[src/tppc_pkg.sv]
// Constants, offsets and reset values for the timer, PWM and port control bank.
// Assumes a single 20 MHz clock and an Avalon-MM master with 32-bit data.
// Operation
// - Edge bit: clear rising, set falling interrupt
// - Global flag read-only; instructions set/clear it
// - Source bit picks instruction cycles or pin
// - Pin edge bit picks rising or falling count
// - Prescaler off gives 1:1, on uses field
// - Prescale field divides 1:2 up to 1:256
// - Free timer times out after 256 counts
// - Direction bit zero drives, one floats pin
// - PWM enable takes shared pin, forces output
// - Line 3 owner: reference, PWM, then port
// - PWM control bit 4 reads zero
// - PWM timer run bits start, stop, reset clear
// - PWM prescale codes map 1:1 to 1:256
// - PWM prescale fields sit at stated bits
// - Comparator bit 2 reads result, 7:3 zero
// - Comparator mode field selects pin function
// - Port 6 line 0 owner: output, converter, port
// - Pull-down bit zero enables, one disables
package tppc_pkg;
  // Register byte offsets on the bus
  localparam logic [7:0] TPPC_OFS_TCC_CFG = 8'h00;
  localparam logic [7:0] TPPC_OFS_P5_DIR = 8'h04;
  localparam logic [7:0] TPPC_OFS_P6_DIR = 8'h08;
  localparam logic [7:0] TPPC_OFS_P7_DIR = 8'h0C;
  localparam logic [7:0] TPPC_OFS_PWM_CFG = 8'h10;
  localparam logic [7:0] TPPC_OFS_TMR_CFG = 8'h14;
  localparam logic [7:0] TPPC_OFS_CMP_CFG = 8'h18;
  localparam logic [7:0] TPPC_OFS_PD_CTRL = 8'h1C;
  localparam logic [7:0] TPPC_OFS_TCC_CNT = 8'h20;
  // Reset values
  localparam logic [7:0] TPPC_RST_TCC_CFG = 8'h00;
  localparam logic [7:0] TPPC_RST_DIR = 8'hFF;
  localparam logic [7:0] TPPC_RST_PWM_CFG = 8'h00;
  localparam logic [7:0] TPPC_RST_TMR_CFG = 8'h00;
  localparam logic [1:0] TPPC_RST_CMP_MODE = 2'h0;
  localparam logic [7:0] TPPC_RST_PD_CTRL = 8'hFF;
  localparam logic [7:0] TPPC_RST_CNT = 8'h00;
  // Field positions in the timer and interrupt config register
  localparam int TPPC_BIT_IRQ_EDGE = 7;
  localparam int TPPC_BIT_GIE = 6;
  localparam int TPPC_BIT_TS = 5;
  localparam int TPPC_BIT_TE = 4;
  localparam int TPPC_BIT_FREE_TIMER_PRESCALER_ON = 3;
  // Field positions in the PWM channel register
  localparam int TPPC_BIT_PWM3_ON = 7;
  localparam int TPPC_BIT_PWM2_ON = 6;
  localparam int TPPC_BIT_PWM1_ON = 5;
  localparam int TPPC_BIT_PWM_RSVD = 4;
  localparam int TPPC_BIT_T1_RUN = 3;
  // Field positions in the PWM timer two/three register, then the comparator result bit
  localparam int TPPC_BIT_T3_RUN = 7;
  localparam int TPPC_BIT_T2_RUN = 6;
  localparam int TPPC_LSB_T3_PRE = 3;
  localparam int TPPC_LSB_T2_PRE = 0;
  localparam int TPPC_BIT_CMP_RES = 2;
  // Last free timer count before the wrap, in prescaled counts
  localparam logic [7:0] TPPC_TCC_LAST = 8'hFF;
  // Comparator modes
  typedef enum logic [1:0] {
    TPPC_CMP_OFF = 2'h0,
    TPPC_CMP_ON = 2'h1,
    TPPC_CMP_PIN = 2'h2,
    TPPC_AMP_PIN = 2'h3
  } tppc_cmp_mode_t;
  // Owner of a shared pin
  typedef enum logic [1:0] {
    TPPC_OWN_PORT = 2'h0,
    TPPC_OWN_PERIPH = 2'h1,
    TPPC_OWN_ANALOG = 2'h2
  } tppc_owner_t;
endpackage

[src/tppc_pin_sync.sv]
// Three-stage synchroniser with edge pulses for an asynchronous pin.
// Assumes the pin is slow compared with the 20 MHz clock.
`timescale 1ns/1ps
module tppc_pin_sync (
  input wire logic clk,
  input wire logic rst_b,
  input wire logic pin,
  output logic level,
  output logic rise,
  output logic fall
);
  logic s1_r; // First stage, read only by the second
  logic s2_r; // Second stage
  logic s3_r; // Third stage
  wire agree_w = (s2_r == s3_r); // Stable once stages two and three match
  // Shift chain, accept a level once two stages agree
  always_ff @(posedge clk) begin
    if (!rst_b) begin
      s1_r <= 1'b0;
      s2_r <= 1'b0;
      s3_r <= 1'b0;
      level <= 1'b0;
      rise <= 1'b0;
      fall <= 1'b0;
    end else begin
      s1_r <= pin;
      s2_r <= s1_r;
      s3_r <= s2_r;
      rise <= agree_w && s3_r && !level;
      fall <= agree_w && !s3_r && level;
      if (agree_w) begin
        level <= s3_r;
      end
    end
  end
endmodule

[src/tppc_prescaler.sv]
// Power-of-two event divider: one tick per 2**ratio_log2 input events.
// Assumes evt is a one-cycle pulse on the same clock.
`timescale 1ns/1ps
module tppc_prescaler (
  input wire logic clk,
  input wire logic rst_b,
  input wire logic clear,
  input wire logic evt,
  input wire logic [3:0] ratio_log2,
  output logic tick
);
  logic [7:0] cnt_r; // Event count
  wire [8:0] mask_w = (9'h001 << ratio_log2) - 9'h001; // Low bits in use
  wire last_w = ((cnt_r & mask_w[7:0]) == mask_w[7:0]); // Last event of a group
  // Count events, tick on the last one of each group
  always_ff @(posedge clk) begin
    if (!rst_b || clear) begin
      cnt_r <= 8'h00;
      tick <= 1'b0;
    end else begin
      tick <= evt && last_w;
      if (evt) begin
        cnt_r <= cnt_r + 8'h01;
      end
    end
  end
endmodule

[src/tppc_regs.sv]
// Control bank for free timer, external interrupt edge, ports, PWM and comparator.
// Assumes an Avalon-MM master on clk and pulse inputs from the CPU core.
//
// Our own choices: the address map and the Avalon-MM interface to the registers.
`timescale 1ns/1ps
module tppc_regs (
  input wire logic clk,
  input wire logic rst_b,
  input wire logic [7:0] address,
  input wire logic read,
  input wire logic write,
  input wire logic [31:0] writedata,
  input wire logic [3:0] byteenable,
  output logic [31:0] readdata,
  output logic waitrequest,
  input wire logic instr_cycle_en,
  input wire logic irq_mask_instr,
  input wire logic irq_unmask_instr,
  input wire logic irq_return_instr,
  input wire logic hw_irq_entry,
  output logic global_irq_enable,
  input wire logic ext_irq_pin,
  output logic ext_irq_event,
  input wire logic tcc_count_pin,
  output logic tcc_timeout,
  output logic [2:0] pwm_timer_tick,
  input wire logic [2:0] pwm_wave,
  input wire logic vref_select,
  input wire logic adc_input_zero,
  input wire logic comparator_result,
  output logic comparator_on,
  output logic amplifier_on,
  input wire logic [7:0] port5_data,
  input wire logic [7:0] port6_data,
  input wire logic [7:0] port7_data,
  output logic [7:0] port5_o,
  output logic [7:0] port5_oe,
  output logic [7:0] port6_o,
  output logic [7:0] port6_oe,
  output logic [7:0] port7_o,
  output logic [7:0] port7_oe,
  output logic [1:0] port5_line3_owner,
  output logic [1:0] port6_line0_owner,
  output logic [7:0] port6_pull_down_on
);
  import tppc_pkg::*;

  // Prescale code of a PWM timer to log2 of its ratio
  function automatic logic [3:0] pwm_pre_log2(input logic [2:0] code);
    logic [3:0] r;
    r = {1'b0, code};
    if (code > 3'h4) begin
      r = {1'b0, code} + 4'h1;
    end
    return r;
  endfunction

  // Control registers
  logic ext_irq_edge_select_r; // Interrupt edge select
  logic gie_r; // Global interrupt flag
  logic tcc_source_select_r; // Free timer source
  logic count_pin_edge_select_r; // Count pin edge
  logic free_timer_prescaler_on_r; // Free timer prescaler on
  logic [2:0] free_timer_prescale_sel_r; // Free timer prescale code
  logic [7:0] port5_dir_r; // Port 5 direction
  logic [7:0] port6_dir_r; // Port 6 direction
  logic [7:0] port7_dir_r; // Port 7 direction
  logic [7:0] pwm_cfg_r; // PWM channel register, bit 4 held zero
  logic [7:0] tmr_cfg_r; // PWM timer two/three register
  logic [1:0] comparator_mode_sel_r; // Comparator mode field
  logic [7:0] pull_down_disable_n_r; // Active-low pull-down enables
  logic [7:0] free_count_r; // Free timer count
  logic ack_r; // Bus answer cycle
  logic [31:0] rdata_r; // Read data flop

  // Bus handshake: one wait cycle per access
  wire req_w = read || write;
  assign waitrequest = req_w && !ack_r;
  assign readdata = rdata_r;
  wire wr_en_w = write && ack_r && byteenable[0]; // Write lands on the ack edge
  wire [7:0] wd_w = writedata[7:0];

  // Address decode
  wire sel_cfg_w = (address == TPPC_OFS_TCC_CFG);
  wire sel_p5_w = (address == TPPC_OFS_P5_DIR);
  wire sel_p6_w = (address == TPPC_OFS_P6_DIR);
  wire sel_p7_w = (address == TPPC_OFS_P7_DIR);
  wire sel_pwm_w = (address == TPPC_OFS_PWM_CFG);
  wire sel_tmr_w = (address == TPPC_OFS_TMR_CFG);
  wire sel_cmp_w = (address == TPPC_OFS_CMP_CFG);
  wire sel_pd_w = (address == TPPC_OFS_PD_CTRL);
  wire sel_cnt_w = (address == TPPC_OFS_TCC_CNT);

  // Synchronised analog comparator result
  logic cmp_level_w;
  tppc_pin_sync u_cmp_sync (
    .clk(clk),
    .rst_b(rst_b),
    .pin(comparator_result),
    .level(cmp_level_w),
    .rise(),
    .fall()
  );

  // Register images for read back
  wire [7:0] cfg_img_w = {ext_irq_edge_select_r, gie_r, tcc_source_select_r,
    count_pin_edge_select_r, free_timer_prescaler_on_r, free_timer_prescale_sel_r};
  wire [7:0] cmp_img_w = {5'h00, cmp_level_w, comparator_mode_sel_r};

  // Read mux, unmapped reads return zero
  wire [7:0] rmux_w =
    sel_cfg_w ? cfg_img_w :
    sel_p5_w ? port5_dir_r :
    sel_p6_w ? port6_dir_r :
    sel_p7_w ? port7_dir_r :
    sel_pwm_w ? pwm_cfg_r :
    sel_tmr_w ? tmr_cfg_r :
    sel_cmp_w ? cmp_img_w :
    sel_pd_w ? pull_down_disable_n_r :
    sel_cnt_w ? free_count_r : 8'h00;

  // Bus answer and read capture
  always_ff @(posedge clk) begin
    if (!rst_b) begin
      ack_r <= 1'b0;
      rdata_r <= 32'h0000_0000;
    end else begin
      ack_r <= req_w && !ack_r;
      if (read && !ack_r) begin
        rdata_r <= {24'h000000, rmux_w};
      end
    end
  end

  // Software-written registers
  always_ff @(posedge clk) begin
    if (!rst_b) begin
      ext_irq_edge_select_r <= TPPC_RST_TCC_CFG[TPPC_BIT_IRQ_EDGE];
      tcc_source_select_r <= TPPC_RST_TCC_CFG[TPPC_BIT_TS];
      count_pin_edge_select_r <= TPPC_RST_TCC_CFG[TPPC_BIT_TE];
      free_timer_prescaler_on_r <= TPPC_RST_TCC_CFG[TPPC_BIT_FREE_TIMER_PRESCALER_ON];
      free_timer_prescale_sel_r <= TPPC_RST_TCC_CFG[2:0];
      port5_dir_r <= TPPC_RST_DIR;
      port6_dir_r <= TPPC_RST_DIR;
      port7_dir_r <= TPPC_RST_DIR;
      pwm_cfg_r <= TPPC_RST_PWM_CFG;
      tmr_cfg_r <= TPPC_RST_TMR_CFG;
      comparator_mode_sel_r <= TPPC_RST_CMP_MODE;
      pull_down_disable_n_r <= TPPC_RST_PD_CTRL;
    end else if (wr_en_w) begin
      if (sel_cfg_w) begin // Global flag bit is not written
        ext_irq_edge_select_r <= wd_w[TPPC_BIT_IRQ_EDGE];
        tcc_source_select_r <= wd_w[TPPC_BIT_TS];
        count_pin_edge_select_r <= wd_w[TPPC_BIT_TE];
        free_timer_prescaler_on_r <= wd_w[TPPC_BIT_FREE_TIMER_PRESCALER_ON];
        free_timer_prescale_sel_r <= wd_w[2:0];
      end else if (sel_p5_w) begin
        port5_dir_r <= wd_w;
      end else if (sel_p6_w) begin
        port6_dir_r <= wd_w;
      end else if (sel_p7_w) begin
        port7_dir_r <= wd_w;
      end else if (sel_pwm_w) begin // Bit 4 forced zero
        pwm_cfg_r <= wd_w & ~(8'h01 << TPPC_BIT_PWM_RSVD);
      end else if (sel_tmr_w) begin
        tmr_cfg_r <= wd_w;
      end else if (sel_cmp_w) begin
        comparator_mode_sel_r <= wd_w[1:0];
      end else if (sel_pd_w) begin
        pull_down_disable_n_r <= wd_w;
      end
    end
  end

  // Global interrupt flag: set by unmask or return, cleared by mask or interrupt entry, set wins over clear
  always_ff @(posedge clk) begin
    if (!rst_b) begin
      gie_r <= 1'b0;
    end else if (irq_unmask_instr || irq_return_instr) begin
      gie_r <= 1'b1;
    end else if (irq_mask_instr || hw_irq_entry) begin
      gie_r <= 1'b0;
    end
  end
  assign global_irq_enable = gie_r;

  // External interrupt pin edge detection
  logic irq_rise_w;
  logic irq_fall_w;
  logic irq_level_w; // Settled pin level, watched by the edge check
  tppc_pin_sync u_irq_sync (
    .clk(clk),
    .rst_b(rst_b),
    .pin(ext_irq_pin),
    .level(irq_level_w),
    .rise(irq_rise_w),
    .fall(irq_fall_w)
  );
  wire irq_edge_w = ext_irq_edge_select_r ? irq_fall_w : irq_rise_w;
  always_ff @(posedge clk) begin
    if (!rst_b) begin
      ext_irq_event <= 1'b0;
    end else begin
      ext_irq_event <= irq_edge_w;
    end
  end

  // Free timer source and edge
  logic cnt_rise_w;
  logic cnt_fall_w;
  tppc_pin_sync u_cnt_sync (
    .clk(clk),
    .rst_b(rst_b),
    .pin(tcc_count_pin),
    .level(),
    .rise(cnt_rise_w),
    .fall(cnt_fall_w)
  );
  wire pin_evt_w = count_pin_edge_select_r ? cnt_fall_w : cnt_rise_w;
  wire tcc_evt_w = tcc_source_select_r ? pin_evt_w : instr_cycle_en;
  // Prescale off is 1:1, on is 1:2 .. 1:256
  wire [3:0] tcc_log2_w = free_timer_prescaler_on_r ?
    ({1'b0, free_timer_prescale_sel_r} + 4'h1) : 4'h0;
  logic tcc_tick_w;
  tppc_prescaler u_tcc_pre (
    .clk(clk),
    .rst_b(rst_b),
    .clear(1'b0),
    .evt(tcc_evt_w),
    .ratio_log2(tcc_log2_w),
    .tick(tcc_tick_w)
  );

  // Free timer count, timeout after 256 prescaled counts
  always_ff @(posedge clk) begin
    if (!rst_b) begin
      free_count_r <= TPPC_RST_CNT;
      tcc_timeout <= 1'b0;
    end else begin
      tcc_timeout <= tcc_tick_w && (free_count_r == TPPC_TCC_LAST);
      if (tcc_tick_w) begin
        free_count_r <= free_count_r + 8'h01;
      end
    end
  end

  // PWM timer run bits and prescale fields
  wire [2:0] pwm_run_w = {tmr_cfg_r[TPPC_BIT_T3_RUN], tmr_cfg_r[TPPC_BIT_T2_RUN],
    pwm_cfg_r[TPPC_BIT_T1_RUN]};
  wire [2:0] pwm_code_w [3];
  assign pwm_code_w[0] = pwm_cfg_r[2:0];
  assign pwm_code_w[1] = tmr_cfg_r[TPPC_LSB_T2_PRE +: 3];
  assign pwm_code_w[2] = tmr_cfg_r[TPPC_LSB_T3_PRE +: 3];

  // One prescaler per PWM timer, held clear while stopped
  genvar gi;
  generate
    for (gi = 0; gi < 3; gi++) begin : g_pwm_pre
      tppc_prescaler u_pre (
        .clk(clk),
        .rst_b(rst_b),
        .clear(!pwm_run_w[gi]),
        .evt(instr_cycle_en && pwm_run_w[gi]),
        .ratio_log2(pwm_pre_log2(pwm_code_w[gi])),
        .tick(pwm_timer_tick[gi])
      );
    end
  endgenerate

  // Shared pin ownership
  wire [2:0] pwm_on_w = {pwm_cfg_r[TPPC_BIT_PWM3_ON], pwm_cfg_r[TPPC_BIT_PWM2_ON],
    pwm_cfg_r[TPPC_BIT_PWM1_ON]};
  wire cmp_pin_w = comparator_mode_sel_r[1]; // Modes 10 and 11 drive the pin
  // Port 5 line 3: reference first, then PWM three, then port
  wire [1:0] p53_own_w = vref_select ? TPPC_OWN_ANALOG :
    pwm_on_w[2] ? TPPC_OWN_PERIPH : TPPC_OWN_PORT;
  // Port 6 line 0: comparator output, then converter, then port
  wire [1:0] p60_own_w = cmp_pin_w ? TPPC_OWN_PERIPH :
    adc_input_zero ? TPPC_OWN_ANALOG : TPPC_OWN_PORT;
  // Comparator output level for mode 10; amplifier output is analog
  wire co_level_w = (comparator_mode_sel_r == TPPC_CMP_PIN) && cmp_level_w;

  // Port 5 next values; PWM lines 1..3 on pins 1..3
  logic [7:0] p5_o_nxt;
  logic [7:0] p5_oe_nxt;
  always_comb begin
    p5_o_nxt = port5_data;
    p5_oe_nxt = ~port5_dir_r;
    p5_o_nxt[2:1] = pwm_on_w[1:0] & pwm_wave[1:0] | ~pwm_on_w[1:0] & port5_data[2:1];
    p5_oe_nxt[2:1] = pwm_on_w[1:0] | ~port5_dir_r[2:1];
    if (p53_own_w == TPPC_OWN_ANALOG) begin
      p5_o_nxt[3] = 1'b0;
      p5_oe_nxt[3] = 1'b0;
    end else if (p53_own_w == TPPC_OWN_PERIPH) begin
      p5_o_nxt[3] = pwm_wave[2];
      p5_oe_nxt[3] = 1'b1;
    end
  end

  // Port 6 next values
  logic [7:0] p6_o_nxt;
  logic [7:0] p6_oe_nxt;
  always_comb begin
    p6_o_nxt = port6_data;
    p6_oe_nxt = ~port6_dir_r;
    if (p60_own_w == TPPC_OWN_PERIPH) begin
      p6_o_nxt[0] = co_level_w;
      p6_oe_nxt[0] = 1'b1;
    end else if (p60_own_w == TPPC_OWN_ANALOG) begin
      p6_o_nxt[0] = 1'b0;
      p6_oe_nxt[0] = 1'b0;
    end
  end

  // Pin and status output flops
  always_ff @(posedge clk) begin
    if (!rst_b) begin
      port5_o <= 8'h00;
      port5_oe <= 8'h00;
      port6_o <= 8'h00;
      port6_oe <= 8'h00;
      port7_o <= 8'h00;
      port7_oe <= 8'h00;
      port5_line3_owner <= TPPC_OWN_PORT;
      port6_line0_owner <= TPPC_OWN_PORT;
      port6_pull_down_on <= 8'h00;
      comparator_on <= 1'b0;
      amplifier_on <= 1'b0;
    end else begin
      port5_o <= p5_o_nxt;
      port5_oe <= p5_oe_nxt;
      port6_o <= p6_o_nxt;
      port6_oe <= p6_oe_nxt;
      port7_o <= port7_data;
      port7_oe <= ~port7_dir_r;
      port5_line3_owner <= p53_own_w;
      port6_line0_owner <= p60_own_w;
      port6_pull_down_on <= ~pull_down_disable_n_r;
      comparator_on <= (comparator_mode_sel_r == TPPC_CMP_ON) ||
        (comparator_mode_sel_r == TPPC_CMP_PIN);
      amplifier_on <= (comparator_mode_sel_r == TPPC_AMP_PIN);
    end
  end

  // Checks
  a_gie_set: assert property (@(posedge clk) disable iff (!rst_b)
    (irq_unmask_instr || irq_return_instr) |=> global_irq_enable)
    else $error("global flag not set by unmask or return");
  a_gie_clear: assert property (@(posedge clk) disable iff (!rst_b)
    (irq_mask_instr && !irq_unmask_instr && !irq_return_instr) |=> !global_irq_enable)
    else $error("global flag not cleared by mask");
  a_gie_ro: assert property (@(posedge clk) disable iff (!rst_b)
    (!irq_unmask_instr && !irq_return_instr && !irq_mask_instr && !hw_irq_entry)
    |=> $stable(global_irq_enable))
    else $error("global flag changed without instruction");
  a_irq_edge: assert property (@(posedge clk) disable iff (!rst_b)
    ext_irq_event |-> ($past(irq_level_w) != $past(ext_irq_edge_select_r)))
    else $error("interrupt on wrong edge");
  a_tcc_wrap: assert property (@(posedge clk) disable iff (!rst_b)
    tcc_timeout |-> (free_count_r == 8'h00) && $past(free_count_r) == 8'hFF)
    else $error("timeout not at count wrap");
  a_tcc_hold: assert property (@(posedge clk) disable iff (!rst_b)
    (!tcc_source_select_r && !instr_cycle_en) [*3] |=> $stable(free_count_r))
    else $error("free timer moved without source event");
  a_pwm_stop: assert property (@(posedge clk) disable iff (!rst_b)
    (!pwm_run_w[0]) [*2] |-> !pwm_timer_tick[0])
    else $error("stopped PWM timer ticked");
  a_pwm_pin: assert property (@(posedge clk) disable iff (!rst_b)
    (pwm_on_w[0] && !$changed(pwm_on_w[0])) |=> port5_oe[1])
    else $error("PWM pin not forced to output");
  a_vref_own: assert property (@(posedge clk) disable iff (!rst_b)
    vref_select |=> (port5_line3_owner == TPPC_OWN_ANALOG) && !port5_oe[3])
    else $error("reference did not win line 3");
  a_co_own: assert property (@(posedge clk) disable iff (!rst_b)
    (comparator_mode_sel_r[1] && adc_input_zero) |=> port6_oe[0])
    else $error("comparator output lost line 0");
  a_rsvd_zero: assert property (@(posedge clk) disable iff (!rst_b)
    !pwm_cfg_r[TPPC_BIT_PWM_RSVD] && (cmp_img_w[7:3] == 5'h00))
    else $error("reserved bit not zero");
  a_bus_wait: assert property (@(posedge clk) disable iff (!rst_b)
    (req_w && waitrequest) |=> !waitrequest)
    else $error("bus waited more than one cycle");
  c_timeout: cover property (@(posedge clk) disable iff (!rst_b) tcc_timeout);
  c_ext_irq: cover property (@(posedge clk) disable iff (!rst_b) ext_irq_event);
  c_pwm_tick: cover property (@(posedge clk) disable iff (!rst_b) pwm_timer_tick[2]);
  c_co_pin: cover property (@(posedge clk) disable iff (!rst_b)
    port6_line0_owner == TPPC_OWN_PERIPH);
endmodule

[config.mk]
export PLATFORM = sky130hd
export DESIGN_NAME = tppc_regs
export DESIGN_NICKNAME = d
export VERILOG_FILES = /design/src/tppc_pkg.sv /design/src/tppc_pin_sync.sv /design/src/tppc_prescaler.sv /design/src/tppc_regs.sv
export SDC_FILE = /design/constraint.sdc
export NUM_CORES = 1
export LEC_CHECK = 0
export BUFFER_PORTS_ARGS = -buffer_cell sky130_fd_sc_hd__buf_2
export CAP_MARGIN = 20
export CORE_MARGIN = 2
export CORE_UTILIZATION = 59
export CTS_CLUSTER_DIAMETER = 100
export DETAILED_ROUTE_END_ITERATION = 7
export PLACE_DENSITY = 0.93
export SLEW_MARGIN = 40
export SYNTH_ARGS = -nofsm -noshare
export SYNTH_HDL_FRONTEND = slang
export SYNTH_HIERARCHICAL = 1
export SYNTH_SLANG_ARGS = --single-unit
[constraint.sdc]
create_clock -name clk -period 6.69 [get_ports clk]
set_input_delay 0.669 -clock clk [delete_from_list [all_inputs] [get_ports clk]]
set_output_delay 0.669 -clock clk [all_outputs]
set_load 0.005 [all_outputs]
==> results.cfg <==
[synth]
syn_area_per_cell_sq_um = 9.130
yosys_warnings = 6
synthCells = 946
netlist_area_sq_mm = 0.008637

[routing]
drtAntennaViolNets = 0
avgViaCountPerCell = 5.614
first_pass_iters = 5
drt-total-wl_mm = 20.58
vias = 7062
drc = 0
wl_per_cell_um = 16.36
drtIter0Drc = 623

[setup_path]
crit_family = simple AND/OR/NAND/NOR gates
cp-start-kind = flop
worst-setup-path-type = reg -> reg
critPathBufInv = 1
crit_path_top_delay_cell = or4_4
path_cells = inv_1 > ha_1 > nor2b_1 > o21ai_0 > or4_4 > ha_1 > o21ai_0 > a2111oi_4 > o21ai_1 > nor4b_2
max_stage_delay_ns = 0.61
worst-path-max-fanout = 6
worstPathArrival_ns = 3.40
end_kind = flop
cp.required_ns = 7.04

[cts]
clk_pin_slew_ns = 0.07
cts_setup_buffers = 0
cts-root-buf = clkbuf_16
cts_resized = 0
cts_buffers = 17
clockBufferDepth = 2
ctsHoldBuffers = 0
clock_latency_ns = 0.44
cts.sinks = 190
h-tree-depth = 4
tritoncts = built

[timing]
skew_ns = 0.007403
hold_violations = 0
finalCritPeriodShare_pct = 45.54
min_period_ns = 3.046
relSlewSlack_pct = 45.85
tns_ns = 0
setup_viol = 0
rsz0062_at_grt = false
worst_pin_slew_ns = 0.8050
fmax_mhz = 328.2
drv_slew = 0

[placement]
io_buffers = 134
gp_congestion = 0.9937
dpl.hpwl_mm = 14.55

[flow_run]
drv_cap = 0

[finish]
ff_latch_area_sq_mm = 0.003804
drive_above_1_share_pct = 18.72
utilization_pct = 68.34
n_fill_cell = 1105
diodes = 0
multi_input_area_sq_mm = 0.004407
area_delta_synth_final_pct = 14.12
final_nets = 1169

[global_routing]
grt_max_degree = 83
grtUsageTotal_pct = 25.97
grt_pass1_vias = 6702
grt.overflow.total = 0
grt_pass1_wl_mm = 32.58
grt_antenna_before_repair = 2

[floorplan]
die_area_sq_mm = 0.01562
dieWidth_um = 125.0
ios = 186
row_count = 44
die-height_um = 125.0
core_sq_mm = 0.01442
start_util_pct = 59.88

[power]
p_per_area_mw_per_mm2 = 233.2
total_power_mw = 2.299
ir_drop_mv = 0.2812
p_leak_nw = 4.153

[run_status]
status = finished, final reports clean

[worst_hold_path]
hold_path_class = in -> reg
==> state kept, by name, summed over array words and instances, names as in the netlist, 3 cells and up <==
register and count:
readdata 8, u_tcc_pre/cnt_r 8, port5_dir_r 8, port5_o 8, pull_down_disable_n_r 8, free_count_r 8, port6_oe 8, port5_oe 8
g_pwm_pre.u_pre/tick 3, tmr_cfg_r 8, port6_pull_down_on 8, pwm_cfg_r 7, port6_o 8, port7_oe 8, port6_dir_r 8, port7_o 8
port7_dir_r 8, g_pwm_pre.u_pre/cnt_r 24, free_timer_prescale_sel_r 3
==> through the flow <==
stage                     cells  area (sq um)  setup WS [ns]  hold WS, ns
after CTS                  1258          9857          3.666       0.4202
after global placement     1226          9240          3.874       0.4061
after detailed placement   1226          9245          3.713       0.4150
after global routing       1258          9857          3.469       0.4208
after floorplan             970          8727          4.087       0.3918
final                      1258          9857          3.644       0.4308
==> cell type report <==
| type | count | share of cell area [%] |
|---|---|---|
| clock buffers | 18 | 4.455 |
| repair buffers | 137 | 7.058 |
| clock inverters | 14 | 1.752 |
| inverters | 29 | 1.104 |
| flip-flops and latches | 190 | 38.59 |
| multi-input cells | 686 | 44.71 |
| well taps | 184 | 2.336 |
==> worst reg2reg max path: stages, from the launching register on <==
cell and delay [ns]:
dfxtp_1 0.44, inv_1 0.10, ha_1 0.21, nor2b_1 0.26
o21ai_0 0.27, or4_4 0.61, ha_1 0.30, o21ai_0 0.15
a2111oi_4 0.25, o21ai_1 0.12, nor4b_2 0.26
==> report_power, final <==
part | total, mW | internal, mW | switching [mW]
combinational | 0.109 | 0.0440 | 0.0650
clock | 1.04 | 0.577 | 0.463
sequential | 1.15 | 1.14 | 0.00618
total | 2.30 | 1.76 | 0.534
==> path summary, 6_finish.rpt <==
path	from	end	slack [ns]	cells after the start
max	tmr_cfg_r[4]	g_pwm_pre[2].u_pre/tick	3.64	10
min	port7_data[5]	port7_o[5]	0.43	2
max reg2reg	tmr_cfg_r[4]	g_pwm_pre[2].u_pre/tick	3.64	10
min reg2reg	port6_dir_r[7]	port6_oe[7]	0.43	1
==> layout by cell type, fill, tap and decap left out, types with 7 or more instances in the layout <==
master	instances
a21boi_0	21
a21oi_1	24
and2_1	54
and3_1	15
buf_2	133
clkbuf_16	17
conb_1	25
dfxtp_1	190
ha_1	23
inv_1	29
mux2i_1	33
nand2_1	107
nand2b_1	7
nand3_1	48
nand4_1	11
nor2_1	71
nor2b_1	55
nor3_1	18
o211ai_1	8
o21ai_0	27
xnor2_1	14
xor2_1	26
==> metal layers <==
metal  wire length [um]  global-route usage [%]  vias up
met1               8099                   31.07     3301
li1                   -                       -     3402
met5                  0                       0        -
met2              10050                   43.70      294
met3               1657                   6.804       65
met4                777                   12.29        0
(Power assumes the default switching activity.)
